==> src/pkg/ttg_regs.vh <==
`ifndef TTG_REGS_VH
`define TTG_REGS_VH

// command framing
`define TTG_ESC          8'h1B
`define TTG_C_NORMAL     8'h21
`define TTG_C_INV_SET    8'h22
`define TTG_C_INV_END    8'h23
`define TTG_C_FL_SET     8'h24
`define TTG_C_FL_END     8'h25
`define TTG_C_CLEAR      8'h26
`define TTG_C_SIZE       8'h29
`define TTG_C_ENLARGE    8'h2A
`define TTG_C_CURSOR     8'h2B
`define TTG_C_STRING     8'h34
`define TTG_C_POLY       8'h37
`define TTG_C_CIRCLE     8'h38

// parameter ranges
`define TTG_ENL_MAX      10'h005
`define TTG_SIZE_MAX     10'h001
`define TTG_X_MAX        10'h0FF
`define TTG_Y_MAX        10'h07F
`define TTG_R_MIN        10'h001
`define TTG_R_MAX        10'h03F
`define TTG_STR_MIN      10'h001
`define TTG_STR_MAX      10'h020
`define TTG_POLY_MIN     10'h001
`define TTG_POLY_MAX     10'h028

// reset values
`define TTG_ENL_RST      3'h0
`define TTG_HALF_RST     1'b0
`define TTG_INV_RST      1'b0
`define TTG_FL_RST       1'b0

// screen width and character geometry in dots
`define TTG_SCR_W        10'h100
`define TTG_CHAR_W_SH    3
`define TTG_CHAR_H_SH    4
`define TTG_HALF_H_SH    3

`endif

==> src/hdl/ttg_cmd.v <==
// What this block does
// RL1 - enlargement digit picks factor for later text
// RL2 - enlargement holds until screen switch or change
// RL3 - normal command clears inverse and flashing
// RL4 - set inverse leaves flashing alone
// RL5 - end inverse clears inverse only
// RL6 - set flashing leaves inverse alone
// RL7 - end flashing clears flashing only
// RL8 - inverse and flashing are independent flags
// RL9 - screen switch clears attributes
// RL10 - cursor command takes BCD x and y
// RL11 - cursor is bottom-left of enlarged character
// RL12 - string length hex 01 to 20h
// RL13 - string starts at cursor, wraps lines
// RL14 - every string element uses current attributes
// RL15 - polyline count hex 01 to 28h, BCD points
// RL16 - draw connected segments between successive points
// RL17 - circle takes BCD centre and radius
// RL18 - size digit selects normal or half height
// RL19 - clear command erases terminal drawing
// RL20 - escape, code, then collect parameters
// RL21 - bad or out-of-range parameters discard command; polyline segments already drawn before a bad point are kept
`timescale 1ns/1ps
`include "ttg_regs.vh"

module ttg_cmd (
  input  wire       clk_i,            // system clock, 100 MHz
  input  wire       sys_rst_i,        // synchronous reset, active high
  input  wire [7:0] rx_data_i,        // received byte
  input  wire       rx_valid_i,       // received byte strobe
  input  wire       screen_switch_i,  // displayed screen changes
  output reg  [2:0] enlarge_o,        // current enlargement code
  output reg        inverse_o,        // inverse attribute
  output reg        flash_o,          // flashing attribute
  output reg        half_size_o,      // half-size characters selected
  output wire [7:0] cursor_x_o,       // cursor x
  output wire [6:0] cursor_y_o,       // cursor y
  output reg        char_valid_o,     // draw one character
  output reg  [7:0] char_code_o,      // character code
  output reg  [7:0] char_x_o,         // character bottom-left x
  output reg  [6:0] char_y_o,         // character bottom-left y
  output reg  [2:0] char_enl_o,       // character enlargement
  output reg        char_inv_o,       // character inverse
  output reg        char_flash_o,     // character flashing
  output reg        char_half_o,      // character half size
  output reg        line_valid_o,     // draw one segment
  output reg  [7:0] line_x0_o,        // segment start x
  output reg  [6:0] line_y0_o,        // segment start y
  output reg  [7:0] line_x1_o,        // segment end x
  output reg  [6:0] line_y1_o,        // segment end y
  output reg        circle_valid_o,   // draw one circle
  output reg  [7:0] circle_x_o,       // circle centre x
  output reg  [6:0] circle_y_o,       // circle centre y
  output reg  [5:0] circle_r_o,       // circle radius
  output reg        clear_o,          // erase terminal drawing
  output reg        cmd_err_o         // command discarded
);

  localparam [1:0] S_IDLE = 2'h0;
  localparam [1:0] S_CODE = 2'h1;
  localparam [1:0] S_DIG  = 2'h2;
  localparam [1:0] S_STR  = 2'h3;

  reg  [1:0] st_q;
  reg  [7:0] code_q;
  reg  [1:0] gpos_q;
  reg  [1:0] fld_q;
  reg  [5:0] rem_q;
  reg        pfirst_q;
  reg  [7:0] tx_q;
  reg  [7:0] px_q;
  reg  [6:0] py_q;

  wire       dig_push;
  wire       hex_fld;
  wire [9:0] val;
  wire       bad;
  wire       grp_end;
  wire       x_ok;
  wire       y_ok;
  wire       pen_load;
  wire       pen_adv;
  wire [5:0] cw;
  wire [6:0] ch;

  // digits in the current field minus one
  function [1:0] last_pos;
    input [7:0] code;
    input [1:0] fld;
    begin
      if (code == `TTG_C_SIZE || code == `TTG_C_ENLARGE)
        last_pos = 2'h0;
      else if ((code == `TTG_C_STRING || code == `TTG_C_POLY) && fld == 2'h0)
        last_pos = 2'h1;
      else
        last_pos = 2'h2;
    end
  endfunction

  function [2:0] fac_w;
    input [2:0] enl;
    begin
      case (enl)
        3'h2, 3'h3: fac_w = 3'h2;
        3'h4:       fac_w = 3'h3;
        3'h5:       fac_w = 3'h4;
        default:    fac_w = 3'h1;
      endcase
    end
  endfunction

  function [2:0] fac_h;
    input [2:0] enl;
    begin
      case (enl)
        3'h1, 3'h3: fac_h = 3'h2;
        3'h4:       fac_h = 3'h3;
        3'h5:       fac_h = 3'h4;
        default:    fac_h = 3'h1;
      endcase
    end
  endfunction

  function in_range;
    input [9:0] v;
    input       b;
    input [9:0] lo;
    input [9:0] hi;
    begin
      in_range = !b && v >= lo && v <= hi;
    end
  endfunction

  assign dig_push = rx_valid_i && st_q == S_DIG;
  assign hex_fld  = (code_q == `TTG_C_STRING || code_q == `TTG_C_POLY) && fld_q == 2'h0;
  assign grp_end  = dig_push && gpos_q == last_pos(code_q, fld_q);
  assign x_ok     = in_range(val, bad, 10'h000, `TTG_X_MAX);
  assign y_ok     = in_range(val, bad, 10'h000, `TTG_Y_MAX);
  // cursor moves only once both coordinates are good
  assign pen_load = grp_end && code_q == `TTG_C_CURSOR && fld_q == 2'h1 && y_ok;  // [RL10] [RL21]
  assign pen_adv  = rx_valid_i && st_q == S_STR;
  assign cw       = {fac_w(enlarge_o), 3'h0};
  // half-size characters halve the base height before enlargement
  assign ch       = half_size_o ? {1'b0, fac_h(enlarge_o), 3'h0} : {fac_h(enlarge_o), 4'h0};

  ttg_digacc u_acc (
    .clk_i     (clk_i),
    .sys_rst_i (sys_rst_i),
    .push_i    (dig_push),
    .clr_i     (gpos_q == 2'h0),
    .hex_i     (hex_fld),
    .char_i    (rx_data_i),
    .nxt_o     (val),
    .bad_nxt_o (bad)
  );

  ttg_pen u_pen (
    .clk_i     (clk_i),
    .sys_rst_i (sys_rst_i),
    .load_i    (pen_load),
    .x_i       (tx_q),
    .y_i       (val[6:0]),
    .adv_i     (pen_adv),
    .cw_i      (cw),
    .ch_i      (ch),
    .x_o       (cursor_x_o),
    .y_o       (cursor_y_o)
  );

  always @(posedge clk_i) begin
    if (sys_rst_i) begin
      st_q           <= S_IDLE;
      code_q         <= 8'h00;
      gpos_q         <= 2'h0;
      fld_q          <= 2'h0;
      rem_q          <= 6'h00;
      pfirst_q       <= 1'b0;
      tx_q           <= 8'h00;
      px_q           <= 8'h00;
      py_q           <= 7'h00;
      enlarge_o      <= `TTG_ENL_RST;
      inverse_o      <= `TTG_INV_RST;
      flash_o        <= `TTG_FL_RST;
      half_size_o    <= `TTG_HALF_RST;
      char_valid_o   <= 1'b0;
      char_code_o    <= 8'h00;
      char_x_o       <= 8'h00;
      char_y_o       <= 7'h00;
      char_enl_o     <= 3'h0;
      char_inv_o     <= 1'b0;
      char_flash_o   <= 1'b0;
      char_half_o    <= 1'b0;
      line_valid_o   <= 1'b0;
      line_x0_o      <= 8'h00;
      line_y0_o      <= 7'h00;
      line_x1_o      <= 8'h00;
      line_y1_o      <= 7'h00;
      circle_valid_o <= 1'b0;
      circle_x_o     <= 8'h00;
      circle_y_o     <= 7'h00;
      circle_r_o     <= 6'h00;
      clear_o        <= 1'b0;
      cmd_err_o      <= 1'b0;
    end else begin
      char_valid_o   <= 1'b0;
      line_valid_o   <= 1'b0;
      circle_valid_o <= 1'b0;
      clear_o        <= 1'b0;
      cmd_err_o      <= 1'b0;
      if (rx_valid_i) begin
        case (st_q)
          S_IDLE: begin
            // plain bytes outside a command carry no meaning here
            if (rx_data_i == `TTG_ESC)
              st_q <= S_CODE;                                   // [RL20]
          end
          S_CODE: begin
            st_q   <= S_IDLE;
            gpos_q <= 2'h0;
            fld_q  <= 2'h0;
            case (rx_data_i)
              `TTG_C_NORMAL: begin
                inverse_o <= 1'b0;                              // [RL3]
                flash_o   <= 1'b0;                              // [RL3]
              end
              `TTG_C_INV_SET: inverse_o <= 1'b1;                // [RL4] [RL8]
              `TTG_C_INV_END: inverse_o <= 1'b0;                // [RL5] [RL8]
              `TTG_C_FL_SET:  flash_o   <= 1'b1;                // [RL6] [RL8]
              `TTG_C_FL_END:  flash_o   <= 1'b0;                // [RL7] [RL8]
              `TTG_C_CLEAR:   clear_o   <= 1'b1;                // [RL19]
              `TTG_C_SIZE, `TTG_C_ENLARGE, `TTG_C_CURSOR,
              `TTG_C_STRING, `TTG_C_POLY, `TTG_C_CIRCLE: begin
                code_q <= rx_data_i;                            // [RL20]
                st_q   <= S_DIG;
              end
              // a repeated escape restarts the sequence
              `TTG_ESC: st_q <= S_CODE;
              default: ;
            endcase
          end
          S_DIG: begin
            gpos_q <= gpos_q + 2'h1;
            if (grp_end) begin
              gpos_q <= 2'h0;
              fld_q  <= fld_q + 2'h1;
              st_q   <= S_IDLE;
              case (code_q)
                `TTG_C_ENLARGE: begin
                  if (in_range(val, bad, 10'h000, `TTG_ENL_MAX))
                    enlarge_o <= val[2:0];                      // [RL1] [RL2]
                  else
                    cmd_err_o <= 1'b1;                          // [RL21]
                end
                `TTG_C_SIZE: begin
                  if (in_range(val, bad, 10'h000, `TTG_SIZE_MAX))
                    half_size_o <= val[0];                      // [RL18]
                  else
                    cmd_err_o <= 1'b1;                          // [RL21]
                end
                `TTG_C_CURSOR: begin
                  if (fld_q == 2'h0 && x_ok) begin
                    tx_q <= val[7:0];                           // [RL10]
                    st_q <= S_DIG;
                  end else if (!(fld_q == 2'h1 && y_ok)) begin
                    cmd_err_o <= 1'b1;                          // [RL21]
                  end
                end
                `TTG_C_CIRCLE: begin
                  if (fld_q == 2'h0 && x_ok) begin
                    tx_q <= val[7:0];
                    st_q <= S_DIG;
                  end else if (fld_q == 2'h1 && y_ok) begin
                    py_q <= val[6:0];
                    st_q <= S_DIG;
                  end else if (fld_q == 2'h2 &&
                               in_range(val, bad, `TTG_R_MIN, `TTG_R_MAX)) begin
                    circle_valid_o <= 1'b1;                     // [RL17]
                    circle_x_o     <= tx_q;
                    circle_y_o     <= py_q;
                    circle_r_o     <= val[5:0];
                  end else begin
                    cmd_err_o <= 1'b1;                          // [RL21]
                  end
                end
                `TTG_C_STRING: begin
                  if (in_range(val, bad, `TTG_STR_MIN, `TTG_STR_MAX)) begin
                    rem_q <= val[5:0];                          // [RL12]
                    st_q  <= S_STR;
                  end else begin
                    cmd_err_o <= 1'b1;                          // [RL21]
                  end
                end
                `TTG_C_POLY: begin
                  if (fld_q == 2'h0) begin
                    if (in_range(val, bad, `TTG_POLY_MIN, `TTG_POLY_MAX)) begin
                      rem_q    <= val[5:0];                     // [RL15]
                      pfirst_q <= 1'b1;
                      st_q     <= S_DIG;
                    end else begin
                      cmd_err_o <= 1'b1;                        // [RL21]
                    end
                  end else if (fld_q == 2'h1) begin
                    if (x_ok) begin
                      tx_q <= val[7:0];                         // [RL15]
                      st_q <= S_DIG;
                    end else begin
                      cmd_err_o <= 1'b1;                        // [RL21]
                    end
                  end else if (!y_ok) begin
                    cmd_err_o <= 1'b1;                          // [RL21]
                  end else begin
                    // segments go out as points arrive; a later bad point stops the rest
                    fld_q <= 2'h1;
                    px_q  <= tx_q;
                    py_q  <= val[6:0];
                    if (pfirst_q) begin
                      pfirst_q <= 1'b0;
                      st_q     <= S_DIG;
                    end else begin
                      line_valid_o <= 1'b1;                     // [RL16]
                      line_x0_o    <= px_q;
                      line_y0_o    <= py_q;
                      line_x1_o    <= tx_q;
                      line_y1_o    <= val[6:0];
                      rem_q        <= rem_q - 6'h01;
                      if (rem_q != 6'h01)
                        st_q <= S_DIG;
                    end
                  end
                end
                default: ;
              endcase
            end
          end
          S_STR: begin
            // any byte, escape included, counts as string data here
            char_valid_o <= 1'b1;                               // [RL14]
            char_code_o  <= rx_data_i;
            char_x_o     <= cursor_x_o;                         // [RL11] [RL13]
            char_y_o     <= cursor_y_o;                         // [RL11] [RL13]
            char_enl_o   <= enlarge_o;                          // [RL1] [RL14]
            char_inv_o   <= inverse_o;                          // [RL8] [RL14]
            char_flash_o <= flash_o;                            // [RL8] [RL14]
            char_half_o  <= half_size_o;                        // [RL18]
            rem_q        <= rem_q - 6'h01;
            if (rem_q == 6'h01)
              st_q <= S_IDLE;
          end
          default: st_q <= S_IDLE;
        endcase
      end
      // screen switch wins over a command in the same cycle
      if (screen_switch_i) begin
        enlarge_o   <= `TTG_ENL_RST;                            // [RL2]
        inverse_o   <= `TTG_INV_RST;                            // [RL9]
        flash_o     <= `TTG_FL_RST;                             // [RL9]
        half_size_o <= `TTG_HALF_RST;                           // [RL18]
      end
    end
  end

endmodule // ttg_cmd

==> src/hdl/ttg_digacc.v <==
`timescale 1ns/1ps
`include "ttg_regs.vh"

module ttg_digacc (
  input  wire       clk_i,      // system clock
  input  wire       sys_rst_i,  // synchronous reset, active high
  input  wire       push_i,     // digit character present
  input  wire       clr_i,      // start a new field with this digit
  input  wire       hex_i,      // 1: hexadecimal field, 0: BCD field
  input  wire [7:0] char_i,     // ascii character
  output wire [9:0] nxt_o,      // field value including this digit
  output wire       bad_nxt_o   // field holds a non-digit including this one
);

  reg  [9:0] val_q;
  reg        bad_q;
  wire [9:0] base;
  wire       ok;
  wire [3:0] dig;
  wire [9:0] scaled;

  function digit_ok;
    input [7:0] c;
    input       hex;
    begin
      digit_ok = (c >= 8'h30 && c <= 8'h39) ||
                 (hex && ((c >= 8'h41 && c <= 8'h46) || (c >= 8'h61 && c <= 8'h66)));
    end
  endfunction

  function [3:0] digit_val;
    input [7:0] c;
    begin
      if (c <= 8'h39)
        digit_val = c[3:0];
      else
        digit_val = c[3:0] + 4'h9;
    end
  endfunction

  assign base      = clr_i ? 10'h000 : val_q;
  assign ok        = digit_ok(char_i, hex_i);
  assign dig       = ok ? digit_val(char_i) : 4'h0;
  // three BCD digits top out at 999, so ten bits never wrap
  assign scaled    = hex_i ? {base[5:0], 4'h0} : ({base[6:0], 3'h0} + {base[8:0], 1'b0});
  assign nxt_o     = scaled + {6'h00, dig};
  assign bad_nxt_o = (bad_q & ~clr_i) | ~ok;

  always @(posedge clk_i) begin
    if (sys_rst_i) begin
      val_q <= 10'h000;
      bad_q <= 1'b0;
    end else if (push_i) begin
      val_q <= nxt_o;
      bad_q <= bad_nxt_o;
    end
  end

endmodule // ttg_digacc

==> src/hdl/ttg_pen.v <==
`timescale 1ns/1ps
`include "ttg_regs.vh"

module ttg_pen (
  input  wire       clk_i,      // system clock
  input  wire       sys_rst_i,  // synchronous reset, active high
  input  wire       load_i,     // set cursor position
  input  wire [7:0] x_i,        // new cursor x
  input  wire [6:0] y_i,        // new cursor y
  input  wire       adv_i,      // one character placed
  input  wire [5:0] cw_i,       // character width in dots
  input  wire [6:0] ch_i,       // character height in dots
  output reg  [7:0] x_o,        // bottom-left x of next character
  output reg  [6:0] y_o         // bottom-left y of next character
);

  wire [9:0] nx;
  wire [9:0] nend;

  assign nx   = {2'h0, x_o} + {4'h0, cw_i};
  assign nend = nx + {4'h0, cw_i};

  always @(posedge clk_i) begin
    if (sys_rst_i) begin
      x_o <= 8'h00;
      y_o <= 7'h00;
    end else if (load_i) begin
      x_o <= x_i;
      y_o <= y_i;
    end else if (adv_i) begin
      // wrap before a character would cross the right edge; y wraps modulo the screen
      if (nend > `TTG_SCR_W) begin
        x_o <= 8'h00;
        y_o <= y_o + ch_i;                              // [RL13]
      end else begin
        x_o <= nx[7:0];
      end
    end
  end

endmodule // ttg_pen

==> config.mk <==
export PLATFORM = sky130hd
export DESIGN_NAME = ttg_cmd
export DESIGN_NICKNAME = d
export VERILOG_FILES = /design/src/hdl/ttg_cmd.v /design/src/hdl/ttg_digacc.v /design/src/hdl/ttg_pen.v
export VERILOG_INCLUDE_DIRS = /design/src /design/src/pkg
export SDC_FILE = /design/constraint.sdc
export NUM_CORES = 1
export LEC_CHECK = 0
export BUFFER_PORTS_ARGS = -buffer_cell sky130_fd_sc_hd__buf_2
export CAP_MARGIN = 20
export CORE_MARGIN = 8
export CORE_UTILIZATION = 40
export CTS_CLUSTER_SIZE = 30
export DETAILED_ROUTE_END_ITERATION = 16
export GPL_TIMING_DRIVEN = 0
export PLACE_DENSITY_LB_ADDON = 0.1
export SLEW_MARGIN = 20
export SYNTH_ARGS = -nofsm -noshare
export SYNTH_HDL_FRONTEND = slang
export SYNTH_SLANG_ARGS = --single-unit
==> constraint.sdc <==
create_clock -name clk_i -period 13.35 [get_ports clk_i]
set_input_delay 0 -clock clk_i [delete_from_list [all_inputs] [get_ports clk_i]]
set_output_delay 0 -clock clk_i [all_outputs]
set_load 0.02 [all_outputs]
# --- After elaboration in Yosys (flattened, before gate mapping) ---
# Cells that the tools add are included.
op_classes:
  shift: 0
  magnitude_cmp: 16
  n_reduce_logical: 69
  bitwise_logic: 16
  multipliers: 0
  n_eq_ne: 51
  div: 0
  n_addsub: 9
  muxes: 84
op_table:
  columns: ["operator", "n"]
  rows:
  - ["== test 8 x 6 -> 1 bit, second input constant", 18]
  - ["2-to-1 mux 7 bit", 9]
  - ["2-to-1 mux 8 bit", 7]
  - ["2-to-1 mux 2 bit", 22]
  - ["2-to-1 mux 6 bit", 7]
  - ["less-or-equal comparator 10 x 6 -> 1 bit, second input constant", 3]
  - ["one-hot mux 6 bit (2 select lines)", 2]
  - ["logical AND 1 bit", 23]
  - ["2-to-1 mux 1 bit", 21]
  - ["AND reduction 7 bit", 3]
  - ["greater-or-equal comparator 10 x 1 -> 1 bit, second input constant", 2]
  - ["inequality test 2 bit, second input constant", 9]
  - ["one-hot mux 3 bit (3 select lines)", 2]
  - ["AND reduction 9 bit", 2]
  - ["nonzero test 2 bit", 9]
  - ["greater-or-equal comparator 8 x 7 -> 1 bit, second input constant", 2]
  - ["less-or-equal comparator 8 x 7 -> 1 bit, second input constant", 2]
  - ["one-hot mux 2 bit (4 select lines)", 2]
  - ["one-hot mux 8 bit (2 select lines)", 1]
  - ["AND reduction 8 bit", 2]
  - ["inverter 1 bit", 14]
  - ["one-hot mux 7 bit (2 select lines)", 1]
  - ["OR reduction 2 bit", 7]
  - ["inequality test 4 x 3 -> 1 bit, second input constant", 3]
  - ["other kinds (48)", 72]
word_totals:
  romBits: 0
  latch_bits: 0
  output_inout_bits: 106
  ram_bits: 0
  n_memories: 0
  regBits: 160
  wordCells: 281
  input_bits: 12

# --- Logic depth before layout (Yosys ltp) ---
logic_depth:
  depth_word: 16
  ltp_mapped: 21
  mapped_depth_nobuf: 20

# --- Hierarchy ---
# A second synthesis with hierarchy kept.
hier_totals:
  hier_cells: 1082
  area_unflattened_um2: 8747.1
by_module_without_submodules:
  columns: ["module", "area_per_inst_um2", "instances", "cells_each"]
  rows:
  - ["ttg_cmd", 5941.9, 1, 744]
  - ["ttg_pen", 1629.1, 1, 195]
  - ["ttg_digacc", 1176.1, 1, 143]

# --- Worst setup path after synthesis ---
# OpenSTA, ideal clock, no wires.
synth_path:
  path_type: "register -> register"
  startpoint: "register fld_q[0]"
  endpoint: "register circle_x_o[0]"
  path_buffers: 2
  t_arrival_ps: 4340
  synth_period_minus_slack_ps: 4468
  required_ps: 13222
  stages_incl_launch_ff: 21
  setup_slack_ps: 8882
  cell_sequence: "dfxtp_1 inv_1 ha_1 and4_4 buf_2 nand3_1 a21boi_1 nor2_1 ha_1 fa_1 a21oi_1 nor2_1 xor2_1 o22ai_2 inv_1 a21oi_1 nand3_1 nor4b_4 buf_4 mux2i_1 nor2_1"
synth_between:
  elab_chain_len: 12
synth_lines:
  columns: ["element", "line", "rtl"]
  rows:
  - ["from (decl)", "ttg_cmd.v:67", "reg [1:0] fld_q;"]
  - ["from (signal assigned)", "ttg_cmd.v:245", "fld_q <= fld_q + 2'h1;"]
  - ["logical NOT 2 bit", "ttg_cmd.v:93, ttg_cmd.v:135, ttg_cmd.v:269", null]
  - ["logical AND 1 bit", "ttg_cmd.v:93, ttg_cmd.v:135", null]
  - ["logical AND 1 bit", "ttg_digacc.v:27", "(hex && ((c >= 8'h41 && c <= 8'h46) || (c >= 8'h61 && c <= 8'h66)));"]
  - ["logical OR 1 bit", "ttg_digacc.v:26", "digit_ok = (c >= 8'h30 && c <= 8'h39) ||"]
  - ["2-to-1 mux 4 bit or inverter 1 bit (tied branches)", "ttg_digacc.v:43, ttg_digacc.v:47", null]
  - ["adder 10 x 4 -> 10 bit or bitwise OR 1 bit (tied branches)", "ttg_digacc.v:46, ttg_digacc.v:47", null]
  - ["greater-or-equal comparator 10 x 1 -> 1 bit or logical NOT 1 bit (tied branches)", "ttg_cmd.v:130", "in_range = !b && v >= lo && v <= hi;"]
  - ["logical AND 1 bit (2 in series)", "ttg_cmd.v:130", null]
  - ["logical AND 1 bit, on equally long branches", "ttg_cmd.v:272, ttg_cmd.v:269", null]
  - ["inverter 1 bit (no source line)", null, null]
  - ["AND reduction 7 bit (no source line) *", null, null]
  - ["to (signal assigned)", "ttg_cmd.v:278", "circle_x_o <= tx_q;"]
  - ["to (decl)", "ttg_cmd.v:52", "output reg [7:0] circle_x_o,"]
# Every way passes the cells marked *; elsewhere a longest branch is shown, timed or not.
# A chain may end at the register's enable or synchronous reset.

# --- Worst setup path in the final report ---
layout_path:
  startpoint: "register fld_q[0]"
  endpoint: "register circle_y_o[4]"
layout_between:
  elab_chain_len: 12
layout_lines:
  columns: ["element", "line", "rtl"]
  rows:
  - ["logical NOT 2 bit", "ttg_cmd.v:93, ttg_cmd.v:135, ttg_cmd.v:269", null]
  - ["logical AND 1 bit", "ttg_cmd.v:93, ttg_cmd.v:135", null]
  - ["logical AND 1 bit", "ttg_digacc.v:27", null]
  - ["logical OR 1 bit", "ttg_digacc.v:26", null]
  - ["2-to-1 mux 4 bit or inverter 1 bit (tied branches)", "ttg_digacc.v:43, ttg_digacc.v:47", null]
  - ["adder 10 x 4 -> 10 bit or bitwise OR 1 bit (tied branches)", "ttg_digacc.v:46, ttg_digacc.v:47", null]
  - ["greater-or-equal comparator 10 x 1 -> 1 bit or logical NOT 1 bit (tied branches)", "ttg_cmd.v:130", null]
  - ["logical AND 1 bit (2 in series)", "ttg_cmd.v:130", null]
  - ["logical AND 1 bit, on equally long branches", "ttg_cmd.v:272, ttg_cmd.v:269", null]
  - ["inverter 1 bit (no source line)", null, null]
  - ["AND reduction 7 bit (no source line) *", null, null]
  - ["to (signal assigned)", "ttg_cmd.v:279", "circle_y_o <= py_q;"]
  - ["to (decl)", "ttg_cmd.v:53", "output reg [6:0] circle_y_o,"]
# Marks and branches as above.

==> metrics.txt <==
status=finished, final reports clean; Startpoint Class=flop; CP Capture Type=flop; Ports=between 100 and 150; Max clock buf depth=2; Die Ht=~160 um; clock buffer count from CTS=17; leading register cell type out of synthesis=dfxtp_1; grt ovf=0; final hold vios=0; RSZ-0062 raised after global routing=false; total power=between 1 and 1.5 mW; fraction of layout cells with a size suffix above 1=0.166; worst path bufs/invs=4; Levels on crit path=20; Yosys top cell area share=0.391; CTS Root Cell=clkbuf_16; Worst IR Drop VDD=between 0.08 and 0.09 mV; commonest cells after routing, fill and taps aside=nand2_1, dfxtp_1, nor2_1; cell mode on critical path=nor2_1; minimum clock period=just under 6 ns; worst-margin pin slew=roughly 1.2 ns; Yosys warnings=0; Initial Util=0.406; average size of a mapped cell=about 8.2 um2; Mapped Cells=around 1k; clock skew=about 0.012 ns; leading area contributor after synthesis=dfxtp_1; first-pass GRT wire length=approximately 42000 um; drt wl/cell=between 15 and 20 um; clk slew on worst S/H paths=0.07 ns; setup TNS=0 ns; MaxCap Viol Count=0; Worst EP arrival=6.20 ns; Hold Path Class=input pin to flop; via count=7547; Slowest-stage cell, CP=o22ai_2; Synth cell types=between 70 and 80; initial DRC count=~440; gpl congestion=0.876; clock latency on the worst-skew pair=~0.44 ns; worst r2r path cells=20; Syn Nets=approximately 1.1k; Worst path top cell family by delay=compound AO/OA/AOI/OAI gates; CTS tree=yes; H-tree levels=4; antenna cells=0; CTS sink count=between 150 and 200; synth top area cells=dfxtp_1, nand2_1, mux2i_1; Die W=159 um; critical path cell sequence=inv_1 -> ha_1 -> and4_4 -> buf_2 -> nand3_1 -> a21boi_1 -> nor2_1 -> ha_1 -> fa_1 -> a21oi_1 -> nor2_1 -> xor2_1 -> o22ai_2 -> inv_1 -> a21oi_1 -> nand3_1 -> nor4b_4 -> buf_4 -> mux2i_1 -> nor2_1; P_leak=around 4.0 nW; Setup-failing EPs final=0; Final ANT Viol Nets=0; drt pass-1 iters=5; r2r setup slk=7.45 ns; critical path peak fanout=10; Fin Hold WS=~0.030 ns; core area=approximately 20000 um2; Final WS setup=approximately 7.5 ns; nets=1191; P&R area growth vs syn=19.9%; DR DRC count=0; Die Footprint=about 25000 um2; largest net degree at the start of global routing=17; commonest non-fill, non-tap cell in the layout=nand2_1; post-CTS setup buffer count=0; Yosys reg bits=160; period utilisation layout=0.442; EDFF count, synth=0; pre-CTS WS=between 7 and 8 ns; vias in the first global route=about 7.3k; Worst Path Class, Setup=flop to flop; vias per cell=roughly 5.3; Netlist Area Pre-Place=roughly 8200 um2; GRT Util Overall=0.208; Cell Pwr Density=~110 nW/um2; WP data required=~14 ns; highest clock rate=roughly 170 MHz; final WL=approximately 27000 um; WHS Path Cells=3; CP max stage delay=around 0.67 ns; max-slew violations=0; Rows=52; antenna violations before repair=0; port bufs=113; worst rel slew slack=0.230; ys async rst share=0; HPWL Detailed=approximately 19000 um; Seq/Total Area, Yosys=0.391
[synthesized netlist by cell type, drive strengths merged, types with 12 or more instances]
library cell,count
buf,17
xor2,12
nand2,174
inv,27
nor2,131
nand3,27
nor3,22
clkbuf,36
dfxtp,160
ha,34
mux2i,57
a21oi,107
o21ai,18
nor2b,18
a31oi,13
[cell families (layout without fill, tap and decap cells)]
| logic type | after synthesis | in the layout | share of synthesized area |
|---|---|---|---|
| AO/OA/AOI/OAI | 203 | 203 | 0.154 |
| XOR/XNOR | 23 | 23 | 0.0278 |
| adder cells (fa/ha/maj) | 40 | 40 | 0.0654 |
| buffers and inverters | 81 | 233 | 0.0457 |
| flip-flops | 160 | 160 | 0.391 |
| multiplexers | 59 | 59 | 0.0725 |
| AND/OR/NAND/NOR | 434 | 434 | 0.243 |
[flip-flops by register name (all words and copies together), names as in the netlist, 8 cells and up]
register / flops
u_acc.val_q: 9
char_code_o: 8
char_x_o: 8
circle_x_o: 8
code_q: 8
line_x0_o: 8
line_x1_o: 8
px_q: 8
tx_q: 8
u_pen.x_o: 8
[tightest hold or removal path: stages]
cell	delay [ns]
clkbuf_1	0.23
nand2_1	0.12
a21oi_1	0.06
[metrics by stage]
step,util,cell area (um2),std cells
finish,0.486,9810,1422
global route,0.486,9810,1422
CTS,0.486,9810,1422
detailed placement,0.452,9120,1384
global placement,0.451,9090,1383
floorplan,-,8190,1000
[final cells by class]
cell class / instances / area, um2
multi-input combinational: 759 / 4630
inverter: 28 / 105
buffer: 53 / 269
sequential: 160 / 3200
fill: 2032 / 10400
clock inverter: 14 / 193
timing repair buffer: 121 / 651
clock buffer: 17 / 425
tap: 270 / 338
[worst paths after layout]
kind               endpoint          from
min          char_code_o[3]  rx_data_i[3]
max reg2reg   circle_y_o[4]      fld_q[0]
max           circle_y_o[4]      fld_q[0]
min reg2reg    line_x1_o[3]  line_x1_o[3]
[report_power, final]
group / internal (mW) / leakage (nW) / switching (mW)
Sequential: 0.477 / 1.29 / 0.0000200
Combinational: 0.00728 / 2.38 / 0.0229
Clock: 0.302 / 0.307 / 0.227
[routing by layer]
metal	vias up	track usage	routed length, um
met5	-	0	0
met4	0	0.0433	289
met3	23	0.0551	1670
met2	224	0.331	11900
met1	3571	0.279	12700
li1	3729	-	-
[what timing repair did]
action / 4_1_cts / 5_1_grt
hold endpoints to repair: 10 / 0
gates resized for setup: 0 / 0
hold buffers: 7 / 0
No activity file was read; power rests on OpenSTA's default activity.
